File: config.mk
export PLATFORM = sky130hd
export DESIGN_NAME = wsm_top
export DESIGN_NICKNAME = d
export VERILOG_FILES = /design/src/inc/wsm_pkg.sv /design/src/logic/wsm_tick.sv /design/src/logic/wsm_delay.sv /design/src/logic/wsm_top.sv
export VERILOG_INCLUDE_DIRS = /design/src /design/src/inc
export SDC_FILE = /design/constraint.sdc
export NUM_CORES = 2
export LEC_CHECK = 0
export ABC_AREA = 1
export ABC_CLOCK_PERIOD_IN_PS = 15100
export BUFFER_PORTS_ARGS = -buffer_cell sky130_fd_sc_hd__buf_2
export CAP_MARGIN = 10
export CORE_ASPECT_RATIO = 1.75
export CORE_MARGIN = 2
export CORE_UTILIZATION = 50
export CTS_BUF_LIST = sky130_fd_sc_hd__clkbuf_16
export CTS_CLUSTER_SIZE = 28
export DETAILED_ROUTE_END_ITERATION = 8
export GPL_ROUTABILITY_DRIVEN = 0
export PLACE_DENSITY = 0.71
export SETUP_SLACK_MARGIN = 0.05
export SLEW_MARGIN = 20
export SYNTH_ARGS = -nofsm -noshare
export SYNTH_HDL_FRONTEND = slang
export SYNTH_SLANG_ARGS = --single-unit
File: constraint.sdc
create_clock -name CLK -period 15.1 [get_ports CLK]
set_clock_uncertainty 0.1 [all_clocks]
set_input_delay 4.53 -clock CLK [delete_from_list [all_inputs] [get_ports CLK]]
set_output_delay 4.53 -clock CLK [all_outputs]
set_load 0.01 [all_outputs]
File: src/inc/wsm_regs.svh
`ifndef WSM_REGS_SVH
`define WSM_REGS_SVH

// Clock and timebase
`define WSM_CLK_HZ          20000000
`define WSM_TB_FINE_US      10000
`define WSM_TB_FINE_CYC     ((`WSM_CLK_HZ / 1000000) * `WSM_TB_FINE_US)
`define WSM_FINE_PER_COARSE 4'h9
`define WSM_COARSE_PER_MIN  10'h257

// Percent scale, 0.1 % units
`define WSM_PCT_FULL        32'h000003E8

// Factory settings for the configuration ports
`define WSM_DEF_SLEEP_DELAY 16'h0014
`define WSM_DEF_DECEL_TIME  16'h0BB8
`define WSM_DEF_WAKE_TOL    16'h0064
`define WSM_DEF_WAKE_DELAY  16'h0014
`define WSM_DEF_OVER_THR    16'h0384
`define WSM_DEF_UNDER_THR   16'h0000
`define WSM_DEF_ALARM_DELAY 16'h01F4
`define WSM_DEF_SHORT_THR   16'h0000
`define WSM_DEF_SHORT_DELAY 16'h00C8
`define WSM_DEF_RESTART     16'h0000
`define WSM_DEF_DWELL       16'h0064

// Delay channel indices
`define WSM_CH_SLEEP        0
`define WSM_CH_WAKE         1
`define WSM_CH_OVER         2
`define WSM_CH_UNDER        3
`define WSM_CH_SHORT        4
`define WSM_CH_DWELL        5
`define WSM_CH_RESTART      6
`define WSM_NUM_CH          7

`endif

File: src/inc/wsm_pkg.sv
`default_nettype none
package wsm_pkg;

   typedef enum logic [6:0] {
      WSM_IDLE      = 7'h01,
      WSM_REGULATE  = 7'h02,
      WSM_SLEEP_DET = 7'h04,
      WSM_RAMP      = 7'h08,
      WSM_DWELL     = 7'h10,
      WSM_ZERO      = 7'h20,
      WSM_FAULT     = 7'h40
   } wsm_state_t;

endpackage
`default_nettype wire

File: src/logic/wsm_tick.sv
`timescale 1ns/1ps
`default_nettype none
`include "wsm_regs.svh"

module wsm_tick #(
   parameter int CYC_FINE = `WSM_TB_FINE_CYC
) (
   input  wire logic clk,
   input  wire logic rst,
   output logic      tick_fine,
   output logic      tick_coarse,
   output logic      tick_min
);

   logic [17:0] cyc_r;
   logic [3:0]  fine_r;
   logic [9:0]  coarse_r;
   logic        wrap_fine;
   logic        wrap_coarse;

   assign wrap_fine   = (cyc_r == 18'(CYC_FINE - 1));
   assign wrap_coarse = wrap_fine && (fine_r == `WSM_FINE_PER_COARSE);

   ////////////////////////////////////////////////////////////////////////
   always_ff @(posedge clk or posedge rst) begin
      if (rst) begin
         cyc_r <= 18'h00000;
      end else if (wrap_fine) begin
         cyc_r <= 18'h00000;
      end else begin
         cyc_r <= cyc_r + 18'h00001;
      end
   end

   always_ff @(posedge clk or posedge rst) begin
      if (rst) begin
         fine_r <= 4'h0;
      end else if (wrap_coarse) begin
         fine_r <= 4'h0;
      end else if (wrap_fine) begin
         fine_r <= fine_r + 4'h1;
      end
   end

   always_ff @(posedge clk or posedge rst) begin
      if (rst) begin
         coarse_r <= 10'h000;
      end else if (wrap_coarse && coarse_r == `WSM_COARSE_PER_MIN) begin
         coarse_r <= 10'h000;
      end else if (wrap_coarse) begin
         coarse_r <= coarse_r + 10'h001;
      end
   end

   // Single-cycle strobes, registered so all users see them together
   always_ff @(posedge clk or posedge rst) begin
      if (rst) begin
         tick_fine   <= 1'b0;
         tick_coarse <= 1'b0;
         tick_min    <= 1'b0;
      end else begin
         tick_fine   <= wrap_fine;
         tick_coarse <= wrap_coarse;
         tick_min    <= wrap_coarse && (coarse_r == `WSM_COARSE_PER_MIN);
      end
   end

endmodule
`default_nettype wire

File: src/logic/wsm_delay.sv
`timescale 1ns/1ps
`default_nettype none

module wsm_delay (
   input  wire logic        clk,
   input  wire logic        rst,
   input  wire logic        tick,
   input  wire logic        cond,
   input  wire logic [15:0] limit,
   output logic             done
);

   logic [15:0] cnt_r;

   // Zero limit means done at once while the condition holds
   assign done = cond && (cnt_r >= limit);

   always_ff @(posedge clk or posedge rst) begin
      if (rst) begin
         cnt_r <= 16'h0000;
      end else if (!cond) begin
         cnt_r <= 16'h0000;
      end else if (tick && !done) begin
         cnt_r <= cnt_r + 16'h0001;
      end
   end

endmodule
`default_nettype wire

File: src/logic/wsm_top.sv
`timescale 1ns/1ps
`default_nettype none
`include "wsm_regs.svh"

module wsm_top
   import wsm_pkg::*;
#(
   parameter int CYC_FINE = `WSM_TB_FINE_CYC
) (
   input  wire logic        CLK,
   input  wire logic        RST,
   input  wire logic        RUN,
   input  wire logic        FAULT_RESET,
   input  wire logic [15:0] SET_PRESSURE,
   input  wire logic [15:0] FEEDBACK,
   input  wire logic [15:0] PID_FREQ,
   input  wire logic [15:0] FREQ_UPPER,
   input  wire logic [15:0] FREQ_LOWER,
   input  wire logic [15:0] SLEEP_TOLERANCE,
   input  wire logic [15:0] SLEEP_DETECT_DELAY,
   input  wire logic [15:0] SLEEP_DECEL_TIME,
   input  wire logic [15:0] WAKE_TOLERANCE,
   input  wire logic [15:0] WAKE_DETECT_DELAY,
   input  wire logic [15:0] OVERPRESSURE_THRESHOLD,
   input  wire logic [15:0] UNDERPRESSURE_THRESHOLD,
   input  wire logic [15:0] PRESSURE_ALARM_DELAY,
   input  wire logic [15:0] SHORTAGE_THRESHOLD,
   input  wire logic [15:0] SHORTAGE_DETECT_DELAY,
   input  wire logic [15:0] SHORTAGE_RESTART_WAIT,
   input  wire logic [15:0] LOWER_LIMIT_DWELL,
   output logic      [15:0] FREQ_CMD,
   output logic      [6:0]  STATE,
   output logic             REGULATING,
   output logic             SLEEP_ACTIVE,
   output logic             SLEEP_DET_FAIL,
   output logic             WAKE_FAIL,
   output logic             OVERPRESSURE_IND,
   output logic             UNDERPRESSURE_IND,
   output logic             SHORTAGE_IND,
   output logic             WATER_SHORTAGE_FAULT
);

   wsm_state_t  state_r;
   wsm_state_t  state_nxt;
   logic [15:0] freq_r;
   logic [31:0] acc_r;
   logic [31:0] acc_nxt;
   logic        wake_cond_r;

   logic        tick_fine;
   logic        tick_coarse;
   logic        tick_min;

   logic [31:0] fb_scaled;
   logic [31:0] sleep_thr_scaled;
   logic [31:0] wake_thr_scaled;
   logic [31:0] short_thr_scaled;
   logic        above_sleep;
   logic        below_sleep;
   logic        below_wake;
   logic        asleep;
   logic        at_upper;
   logic        ramp_step;
   logic [15:0] decel_eff;

   logic [`WSM_NUM_CH-1:0] ch_cond;
   logic [`WSM_NUM_CH-1:0] ch_tick;
   logic [`WSM_NUM_CH-1:0] ch_done;
   logic [15:0]            ch_limit [`WSM_NUM_CH];

   ////////////////////////////////////////////////////////////////////////
   // Timebase

   wsm_tick #(
      .CYC_FINE    (CYC_FINE)
   ) u_tick (
      .clk         (CLK),
      .rst         (RST),
      .tick_fine   (tick_fine),
      .tick_coarse (tick_coarse),
      .tick_min    (tick_min)
   );

   ////////////////////////////////////////////////////////////////////////
   // Thresholds, compared as products to avoid a divider

   assign fb_scaled = 32'(FEEDBACK) * `WSM_PCT_FULL;

   // Tolerance above full scale clamps to zero threshold
   assign sleep_thr_scaled = (32'(SLEEP_TOLERANCE) >= `WSM_PCT_FULL)
      ? 32'h00000000
      : 32'(SET_PRESSURE) * (`WSM_PCT_FULL - 32'(SLEEP_TOLERANCE));
   assign wake_thr_scaled = (32'(WAKE_TOLERANCE) >= `WSM_PCT_FULL)
      ? 32'h00000000
      : 32'(SET_PRESSURE) * (`WSM_PCT_FULL - 32'(WAKE_TOLERANCE));
   assign short_thr_scaled = 32'(SET_PRESSURE) * 32'(SHORTAGE_THRESHOLD);

   assign above_sleep = fb_scaled > sleep_thr_scaled;
   assign below_sleep = fb_scaled < sleep_thr_scaled;
   assign below_wake  = fb_scaled < wake_thr_scaled;
   assign asleep      = (state_r == WSM_DWELL) || (state_r == WSM_ZERO);
   assign at_upper    = PID_FREQ >= FREQ_UPPER;

   ////////////////////////////////////////////////////////////////////////
   // Delay channels

   assign ch_cond[`WSM_CH_SLEEP] = (state_r == WSM_SLEEP_DET) && above_sleep;
   assign ch_cond[`WSM_CH_WAKE]  = asleep && below_wake;
   assign ch_cond[`WSM_CH_OVER]  = (OVERPRESSURE_THRESHOLD != 16'h0000)
      && (FEEDBACK >= OVERPRESSURE_THRESHOLD);
   assign ch_cond[`WSM_CH_UNDER] = (UNDERPRESSURE_THRESHOLD != 16'h0000)
      && (FEEDBACK <= UNDERPRESSURE_THRESHOLD);
   assign ch_cond[`WSM_CH_SHORT] = ((state_r == WSM_REGULATE)
      || (state_r == WSM_SLEEP_DET)) && at_upper
      && (fb_scaled <= short_thr_scaled);
   assign ch_cond[`WSM_CH_DWELL] = (state_r == WSM_DWELL);
   assign ch_cond[`WSM_CH_RESTART] = (state_r == WSM_FAULT)
      && (SHORTAGE_RESTART_WAIT != 16'h0000);

   assign ch_limit[`WSM_CH_SLEEP]   = SLEEP_DETECT_DELAY;
   assign ch_limit[`WSM_CH_WAKE]    = WAKE_DETECT_DELAY;
   assign ch_limit[`WSM_CH_OVER]    = PRESSURE_ALARM_DELAY;
   assign ch_limit[`WSM_CH_UNDER]   = PRESSURE_ALARM_DELAY;
   assign ch_limit[`WSM_CH_SHORT]   = SHORTAGE_DETECT_DELAY;
   assign ch_limit[`WSM_CH_DWELL]   = LOWER_LIMIT_DWELL;
   assign ch_limit[`WSM_CH_RESTART] = SHORTAGE_RESTART_WAIT;

   // Restart wait counts minutes, every other delay tenths of a second
   assign ch_tick = {tick_min, {(`WSM_NUM_CH-1){tick_coarse}}};

   generate
      for (genvar ch = 0; ch < `WSM_NUM_CH; ch++) begin : g_delay
         wsm_delay u_delay (
            .clk   (CLK),
            .rst   (RST),
            .tick  (ch_tick[ch]),
            .cond  (ch_cond[ch]),
            .limit (ch_limit[ch]),
            .done  (ch_done[ch])
         );
      end
   endgenerate

   ////////////////////////////////////////////////////////////////////////
   // Sequencer

   always_comb begin
      state_nxt = state_r;
      unique case (state_r)
         WSM_IDLE: begin
            if (RUN) begin
               state_nxt = WSM_REGULATE;
            end
         end
         WSM_REGULATE: begin
            if (ch_done[`WSM_CH_SHORT]) begin
               state_nxt = WSM_FAULT;
            end else if (above_sleep) begin
               state_nxt = WSM_SLEEP_DET;
            end
         end
         WSM_SLEEP_DET: begin
            if (ch_done[`WSM_CH_SHORT]) begin
               state_nxt = WSM_FAULT;
            end else if (below_sleep) begin
               state_nxt = WSM_REGULATE;
            end else if (ch_done[`WSM_CH_SLEEP]) begin
               state_nxt = WSM_RAMP;
            end
         end
         WSM_RAMP: begin
            if (below_sleep) begin
               state_nxt = WSM_REGULATE;
            end else if (freq_r <= FREQ_LOWER) begin
               state_nxt = WSM_DWELL;
            end
         end
         WSM_DWELL: begin
            if (ch_done[`WSM_CH_WAKE]) begin
               state_nxt = WSM_REGULATE;
            end else if (ch_done[`WSM_CH_DWELL]) begin
               state_nxt = WSM_ZERO;
            end
         end
         WSM_ZERO: begin
            if (ch_done[`WSM_CH_WAKE]) begin
               state_nxt = WSM_REGULATE;
            end
         end
         WSM_FAULT: begin
            if (ch_done[`WSM_CH_RESTART] || FAULT_RESET) begin
               state_nxt = RUN ? WSM_REGULATE : WSM_IDLE;
            end
         end
         default: begin
            state_nxt = WSM_IDLE;
         end
      endcase
      // Stopping the drive abandons sleep, but a fault stays latched
      if (!RUN && state_r != WSM_FAULT && state_nxt != WSM_FAULT) begin
         state_nxt = WSM_IDLE;
      end
   end

   always_ff @(posedge CLK or posedge RST) begin
      if (RST) begin
         state_r <= WSM_IDLE;
      end else begin
         state_r <= state_nxt;
      end
   end

   ////////////////////////////////////////////////////////////////////////
   // Sleep ramp: upper limit per fine tick over the decel time

   assign decel_eff = (SLEEP_DECEL_TIME == 16'h0000) ? 16'h0001
                                                     : SLEEP_DECEL_TIME;
   assign ramp_step = (state_r == WSM_RAMP) && (acc_r >= 32'(decel_eff))
                      && (freq_r > FREQ_LOWER);

   always_comb begin
      acc_nxt = acc_r;
      if (state_r != WSM_RAMP) begin
         acc_nxt = 32'h00000000;
      end else begin
         if (tick_fine) begin
            acc_nxt = acc_nxt + 32'(FREQ_UPPER);
         end
         if (ramp_step) begin
            acc_nxt = acc_nxt - 32'(decel_eff);
         end
      end
   end

   always_ff @(posedge CLK or posedge RST) begin
      if (RST) begin
         acc_r <= 32'h00000000;
      end else begin
         acc_r <= acc_nxt;
      end
   end

   // One step per clock keeps the ramp exact for any decel setting
   always_ff @(posedge CLK or posedge RST) begin
      if (RST) begin
         freq_r <= 16'h0000;
      end else begin
         unique case (state_nxt)
            WSM_REGULATE, WSM_SLEEP_DET: begin
               freq_r <= PID_FREQ;
            end
            WSM_RAMP: begin
               if (ramp_step) begin
                  freq_r <= freq_r - 16'h0001;
               end
            end
            WSM_DWELL: begin
               freq_r <= FREQ_LOWER;
            end
            default: begin
               freq_r <= 16'h0000;
            end
         endcase
      end
   end

   ////////////////////////////////////////////////////////////////////////
   // Indications and pulses

   always_ff @(posedge CLK or posedge RST) begin
      if (RST) begin
         wake_cond_r <= 1'b0;
      end else begin
         wake_cond_r <= ch_cond[`WSM_CH_WAKE];
      end
   end

   always_ff @(posedge CLK or posedge RST) begin
      if (RST) begin
         SLEEP_DET_FAIL <= 1'b0;
         WAKE_FAIL      <= 1'b0;
      end else begin
         SLEEP_DET_FAIL <= ((state_r == WSM_SLEEP_DET)
            || (state_r == WSM_RAMP)) && below_sleep
            && !ch_done[`WSM_CH_SHORT];
         WAKE_FAIL <= asleep && wake_cond_r
            && !ch_cond[`WSM_CH_WAKE];
      end
   end

   always_ff @(posedge CLK or posedge RST) begin
      if (RST) begin
         OVERPRESSURE_IND  <= 1'b0;
         UNDERPRESSURE_IND <= 1'b0;
      end else begin
         OVERPRESSURE_IND  <= ch_done[`WSM_CH_OVER];
         UNDERPRESSURE_IND <= ch_done[`WSM_CH_UNDER];
      end
   end

   // Shortage flags track the fault state so they clear with it
   always_ff @(posedge CLK or posedge RST) begin
      if (RST) begin
         SHORTAGE_IND         <= 1'b0;
         WATER_SHORTAGE_FAULT <= 1'b0;
      end else begin
         SHORTAGE_IND         <= (state_nxt == WSM_FAULT);
         WATER_SHORTAGE_FAULT <= (state_nxt == WSM_FAULT);
      end
   end

   always_ff @(posedge CLK or posedge RST) begin
      if (RST) begin
         REGULATING   <= 1'b0;
         SLEEP_ACTIVE <= 1'b0;
      end else begin
         REGULATING   <= (state_nxt == WSM_REGULATE)
                         || (state_nxt == WSM_SLEEP_DET);
         SLEEP_ACTIVE <= (state_nxt == WSM_RAMP) || (state_nxt == WSM_DWELL)
                         || (state_nxt == WSM_ZERO);
      end
   end

   assign FREQ_CMD = freq_r;
   assign STATE    = state_r;

endmodule
`default_nettype wire

Word-level counts from Yosys, hierarchy flattened
Cells that the tools add are included.
- add/subtract/negate cells: 15
- multiply operators: 4
- $lt $le $gt $ge: 19
- equality and inequality tests: 27
- multiplexer cells: 43
- reductions and logical operators: 54
- operators with widths (operator ; number):
    $mux W16 ; 16
    $mux W32 ; 6
    $ge A16 B16 Y1 ; 9
    $add A16 B1 Y16 const B ; 7
    $mux W7 ; 13
    $lt A26 B32 Y1 ; 2
    $mul A17 B17 Y32 ; 2
    $pmux W7 S7 ; 1
    $pmux W16 S3 ; 1
    $reduce_bool A16 Y1 ; 3
    $sub A10 B16 Y17 const A ; 2
    $add A32 B16 Y32 ; 1
    $ge A16 B10 Y1 const B ; 2
    $ge A32 B16 Y1 ; 1
    $gt A26 B32 Y1 ; 1
    $le A16 B16 Y1 ; 2
    $le A26 B32 Y1 ; 1
    $mul A16 B16 Y32 ; 1
    $sub A32 B16 Y32 ; 1
    $logic_and A1 B1 Y1 ; 31
    $mul A16 B7 Y23 const B ; 1
    $mux W10 ; 2
    $add A18 B1 Y18 const B ; 1
    $eq A18 B18 Y1 const B ; 1
    24 further kinds ; 54
- register bits after elaboration: 210
- input bits: 276
- logic and storage cells: 186

Depth between registers and ports, before layout
- depth after elaboration: 16
- mapped depth: 57
- gate-level depth less buffers: 54

Cells and area by module
From an unflattened synthesis, not the netlist that was laid out.
- cell total of the unflattened synthesis: 7253
- area, all modules: 52555.4 um^2
- by module, submodules not included (module ; instances ; cells an instance ; area an instance (um^2)):
    wsm_top ; 1 ; 5530 ; 40243.6
    wsm_delay ; 7 ; 209 ; 1472.7
    wsm_tick ; 1 ; 260 ; 2003.2

Least setup slack after synthesis
OpenSTA, ideal clock, no wires.
- kind: input port to flip-flop
- start point: input WAKE_TOLERANCE[0]
- end point: register freq_r[9] (netlist: FREQ_CMD[9])
- setup time: 0.116 ns
- arrival: 12.101 ns
- required time: 14.884 ns
- path slack: 2.783 ns
- stages: 52
- path buffers: 3
- path through: clkbuf_2 inv_1 ha_1 nand2_1 nand2_1 nand2_1 nand2_1 nor2_1 nor2_1 inv_1 nor2_1 nor2_1 inv_1 clkbuf_1 nor2_1 fa_1 inv_1 fa_1 [... 16 more ...] o21ai_0 nand3_1 a21oi_1 a211oi_1 nand2_1 nand2_1 nand2_1 a21oi_2 nand3_2 nand2_1 nand2_2 nand2_2 nand2_4 nor2_4 nor2_8 buf_8 nand2_2 nand2_1
- longest elaborated chain between the ends: 14
- elaborated cells on any way between the ends: 20
- classes of those cells: add/sub: 1; mul: 1; order compare: 2; eq/ne: 6; mux: 6; reduce/logical: 4
- ends and longest elaborated chain (what ; line ; RTL):
    start: declaration ; wsm_top.sv:22 ; input wire logic [15:0] WAKE_TOLERANCE,
    $sub A10 B16 Y17 (no source line) ; n/a ;
    $mul A17 B17 Y32 ; wsm_top.sv:95 ; : 32'(SET_PRESSURE) * (`WSM_PCT_FULL - 32'(WAKE_TOLERANCE));
    $mux W32 * ; wsm_top.sv:93 ; assign wake_thr_scaled = (32'(WAKE_TOLERANCE) >= `WSM_PCT_FULL)
    $lt A26 B32 Y1 * ; wsm_top.sv:100 ; assign below_wake = fb_scaled < wake_thr_scaled;
    $logic_and A1 B1 Y1 * ; wsm_top.sv:108 ; assign ch_cond[`WSM_CH_WAKE] = asleep && below_wake;
    $logic_and A1 B1 Y1 * ; wsm_delay.sv:16 ; assign done = cond && (cnt_r >= limit);
    $mux W7, on equally long branches ; wsm_top.sv:186, wsm_top.sv:179 ;
    $pmux W7 S7 * ; wsm_top.sv:149 ; unique case (state_r)
    $ne A7 B7 Y1 ; wsm_top.sv:200 ; if (!RUN && state_r != WSM_FAULT && state_nxt != WSM_FAULT) begin
    $logic_and A1 B1 Y1 ; wsm_top.sv:200 ;
    $mux W7 * ; wsm_top.sv:200 ;
    $eq A7 B2 Y1 / $eq A7 B3 Y1 (equally long branches) ; wsm_top.sv:248 ; unique case (state_nxt)
    $reduce_or A2 Y1 ; wsm_top.sv:248 ;
    $pmux W16 S3 ; wsm_top.sv:248 ;
    end signal: assignment ; wsm_top.sv:254 ; freq_r <= freq_r - 16'h0001;
    end: declaration ; wsm_top.sv:45 ; logic [15:0] freq_r;
Every way passes the cells marked *; elsewhere a longest branch is shown, timed or not.
A chain may end at the register's enable or synchronous reset.

Final worst setup path
- start point: input WAKE_TOLERANCE[0]
- end point: register freq_r[15] (netlist: FREQ_CMD[15])
The elaborated chain is that of the path after synthesis.

==> impl_metrics.ini <==
[sta]
setup_viol = 0
rsz0062_at_grt = false
worst_slew_pin_slew_ps = 1020
fin_crit_sh_pct = 88.1
period_needed_ps = 13300
relSlewSlack_pct = 31.2
fin_setup_tns_ps = 0
timing.fmax_ghz = 0.0752
drv_slew = 0
hold_viol_final = 0

[critical_path]
crit_cells = 47
r2r-start = acc_r[0]
critPathBufInv = 7
path_class = input pin to flop
end_kind = flop
worstPathMaxFanout = 17
cpPeakStageDelay_ps = 550
slowest_stage = fa_1
rr_worst_depth = 28
r2r_end = acc_r[28]
startpoint_type = input pin
path_common_cell = nand2_1
startpoint = WAKE_TOLERANCE[0]
cp.required_ps = 15470
ff2ff_setup_slack_ps = 10220
cp_top_family = adder cells
worstPathArrival_ps = 13670

[detailed_routing]
first_pass_iters = 5
wl_per_cell_um = 18.2
routed_via_density = 5.46
wirelength_um = 151000
ant_nets = 0
drcViolationCount = 0
initialDrtViolationCount = 2504
vias = 45183

[clock_network]
cts_buffers = 18
cts-resized-gates = 0
clock_path_buffers = 3
worstSkewPairLatency_ps = 530
cts_sinks = 210
tritoncts = yes
cts_hold_buffers = 0
post_cts_buffers = 0
root_buffer = clkbuf_16
path_clk_slew_ps = 70
htree_levels = 1

[final_layout]
area_delta_synth_final_pct = 6.82
nNetsFinal = 8584
fin_area_um2 = 53500
drive_above_1_share_pct = 7.05
final_cells = 8277

[synthesis]
synthTopCellsByArea = fa_1 27%, ha_1 17%, inv_1 12%
synth.distinct_cells = 69
yosys_register_bits = 210
yosysMostFrequentCell = inv_1
synth_edf_count = 0
ys_seq_area_share_pct = 10.5
synthSimpleGateAreaFrac_pct = 21.2
yosysTopAreaCell = fa_1
synthXorXnorAreaFrac_pct = 2.78
synthTopCellsByCount = 1602 x inv_1, 1433 x nand2_1, 697 x ha_1
synth.avg_cell_area_um2 = 7.44
synth_compound_area_share_pct = 7.89
yosysTopAreaCellShare_pct = 26.7
synthAdderAreaFrac_pct = 44.1
yosys_warnings = 0
async_flop_share_pct = 100
synth_area_um2 = 50100
synthMuxAreaShare_pct = 0
synth_nets = 8378
synth_top_family_by_area = adder cells
synth_ff_type = dfrtp_1
syn_inst = 6737

[die]
die_area_um2 = 103000
die_h_um = 423
core_area_um2 = 99400
dieWidth_um = 243
row_count = 153
initial_core_util_pct = 50.4
ios = 307

[place]
numPortBuffers = 306
dp_cells = 8240
place_area_um2 = 53000
hpwlAfterDp_um = 127000

[global_routing]
grt_overflow = 0
top_usage_layer = met2
met2_usage_pct = 56.6
use_met3_pct = 2.67
grt_antenna_before_repair = 10
met1_usage_pct = 30.2
grtUsageTotal_pct = 29.9
grt_pass1_vias = 47937
grt_max_degree = 114
grt_pass1_wl_um = 244000

[run_status]
status = complete, no violations

[min_path]
min_to = WAKE_FAIL
hold_path_depth = 2
hp-start = wake_cond_r
hp-class = flop to flop

[flow_run]
cap_violations = 0
state kept, by name, indices dropped and copies added, names as in the netlist, 4 cells and up:
| name | count |
|---|---|
| STATE | 7 |
| u_tick.coarse_r | 10 |
| u_tick.cyc_r | 18 |
| FREQ_CMD | 16 |
| g_delay.u_delay.cnt_r | 112 |
| u_tick.fine_r | 4 |
| acc_r | 32 |
layout by cell type, fill, tap and decap left out, types with 13 or more instances in the layout:
| master | synthesis | layout |
|---|---|---|
| inv_1 | 1602 | 1604 |
| clkinv_1 | 13 | 16 |
| nand2_2 | 21 | 21 |
| xor2_1 | 104 | 103 |
| or2_2 | 32 | 32 |
| clkbuf_16 | 0 | 19 |
| fa_1 | 668 | 668 |
| nor4_1 | 33 | 32 |
| nand3_1 | 214 | 214 |
| buf_4 | 3 | 50 |
| nor3_1 | 85 | 85 |
| a31oi_1 | 13 | 13 |
| ha_1 | 697 | 697 |
| nand2_1 | 1433 | 1433 |
| o21ai_1 | 16 | 16 |
| buf_2 | 3 | 306 |
| o21a_1 | 20 | 20 |
| o21ai_0 | 208 | 208 |
| nor2_1 | 516 | 516 |
| a21oi_1 | 339 | 339 |
| a211oi_1 | 21 | 21 |
| a21o_1 | 21 | 21 |
| xnor2_1 | 55 | 55 |
| nand4_1 | 95 | 95 |
| dfrtp_1 | 209 | 209 |
per-layer routing:
metal	wire length, µm	up-vias	share of wire (%)
li1	-	21075	-
met1	49700	21750	33
met2	79500	1674	53
met3	7730	676	5.1
met4	13700	8	9.1
met5	43	-	0.029
worst max path at each step:
stage	slack (ps)	endpoint
floorplan	2780	FREQ_CMD[9]
global placement	1440	FREQ_CMD[10]
detailed placement	1340	FREQ_CMD[15]
CTS	1860	FREQ_CMD[15]
global route	900	FREQ_CMD[13]
finish	1800	FREQ_CMD[15]
kinds of logic after synthesis:
kind of cell | count (synthesis)
buffers and inverters | 1792
adders and majority gates | 1365
DFF | 210
and+or+nand+nor | 2501
AOI/OAI and AO/OA | 710
xor gates and xnor gates | 159
worst register-to-register path: cells and delay by family, from the launching register on:
kind | cells | cell delay [ps]
AO/OA/AOI/OAI | 7 | 1380
XOR/XNOR | 1 | 140
adder cells (fa/ha/maj) | 3 | 940
buffers and inverters | 1 | 40
flip-flops | 1 | 390
AND/OR/NAND/NOR | 16 | 1820
final cells by class:
type                       count  area, µm²
multi-input combinational   4735      38100
antenna                        6       15.0
fill                        9497      45800
tap                         1317       1650
clock buffer                  19        475
inverter                    1622       6100
clock inverter                12       56.3
sequential                   210       5260
timing repair buffer         356       1910
through the flow:
| stage | utilization [%] | setup slack [ps] | hold WS (ps) |
|---|---|---|---|
| detailed placement | 53.3 | 1340 | 359 |
| CTS | 53.8 | 1860 | 384 |
| finish | 53.9 | 1800 | 382 |
| floorplan | - | 2780 | 340 |
| global route | 53.9 | 898 | 400 |
| global placement | 53.3 | 1440 | 351 |
Power is left out: the tool's default activity adds up to more than one toggle a clock period on the data nets, which glitch-free logic cannot reach.
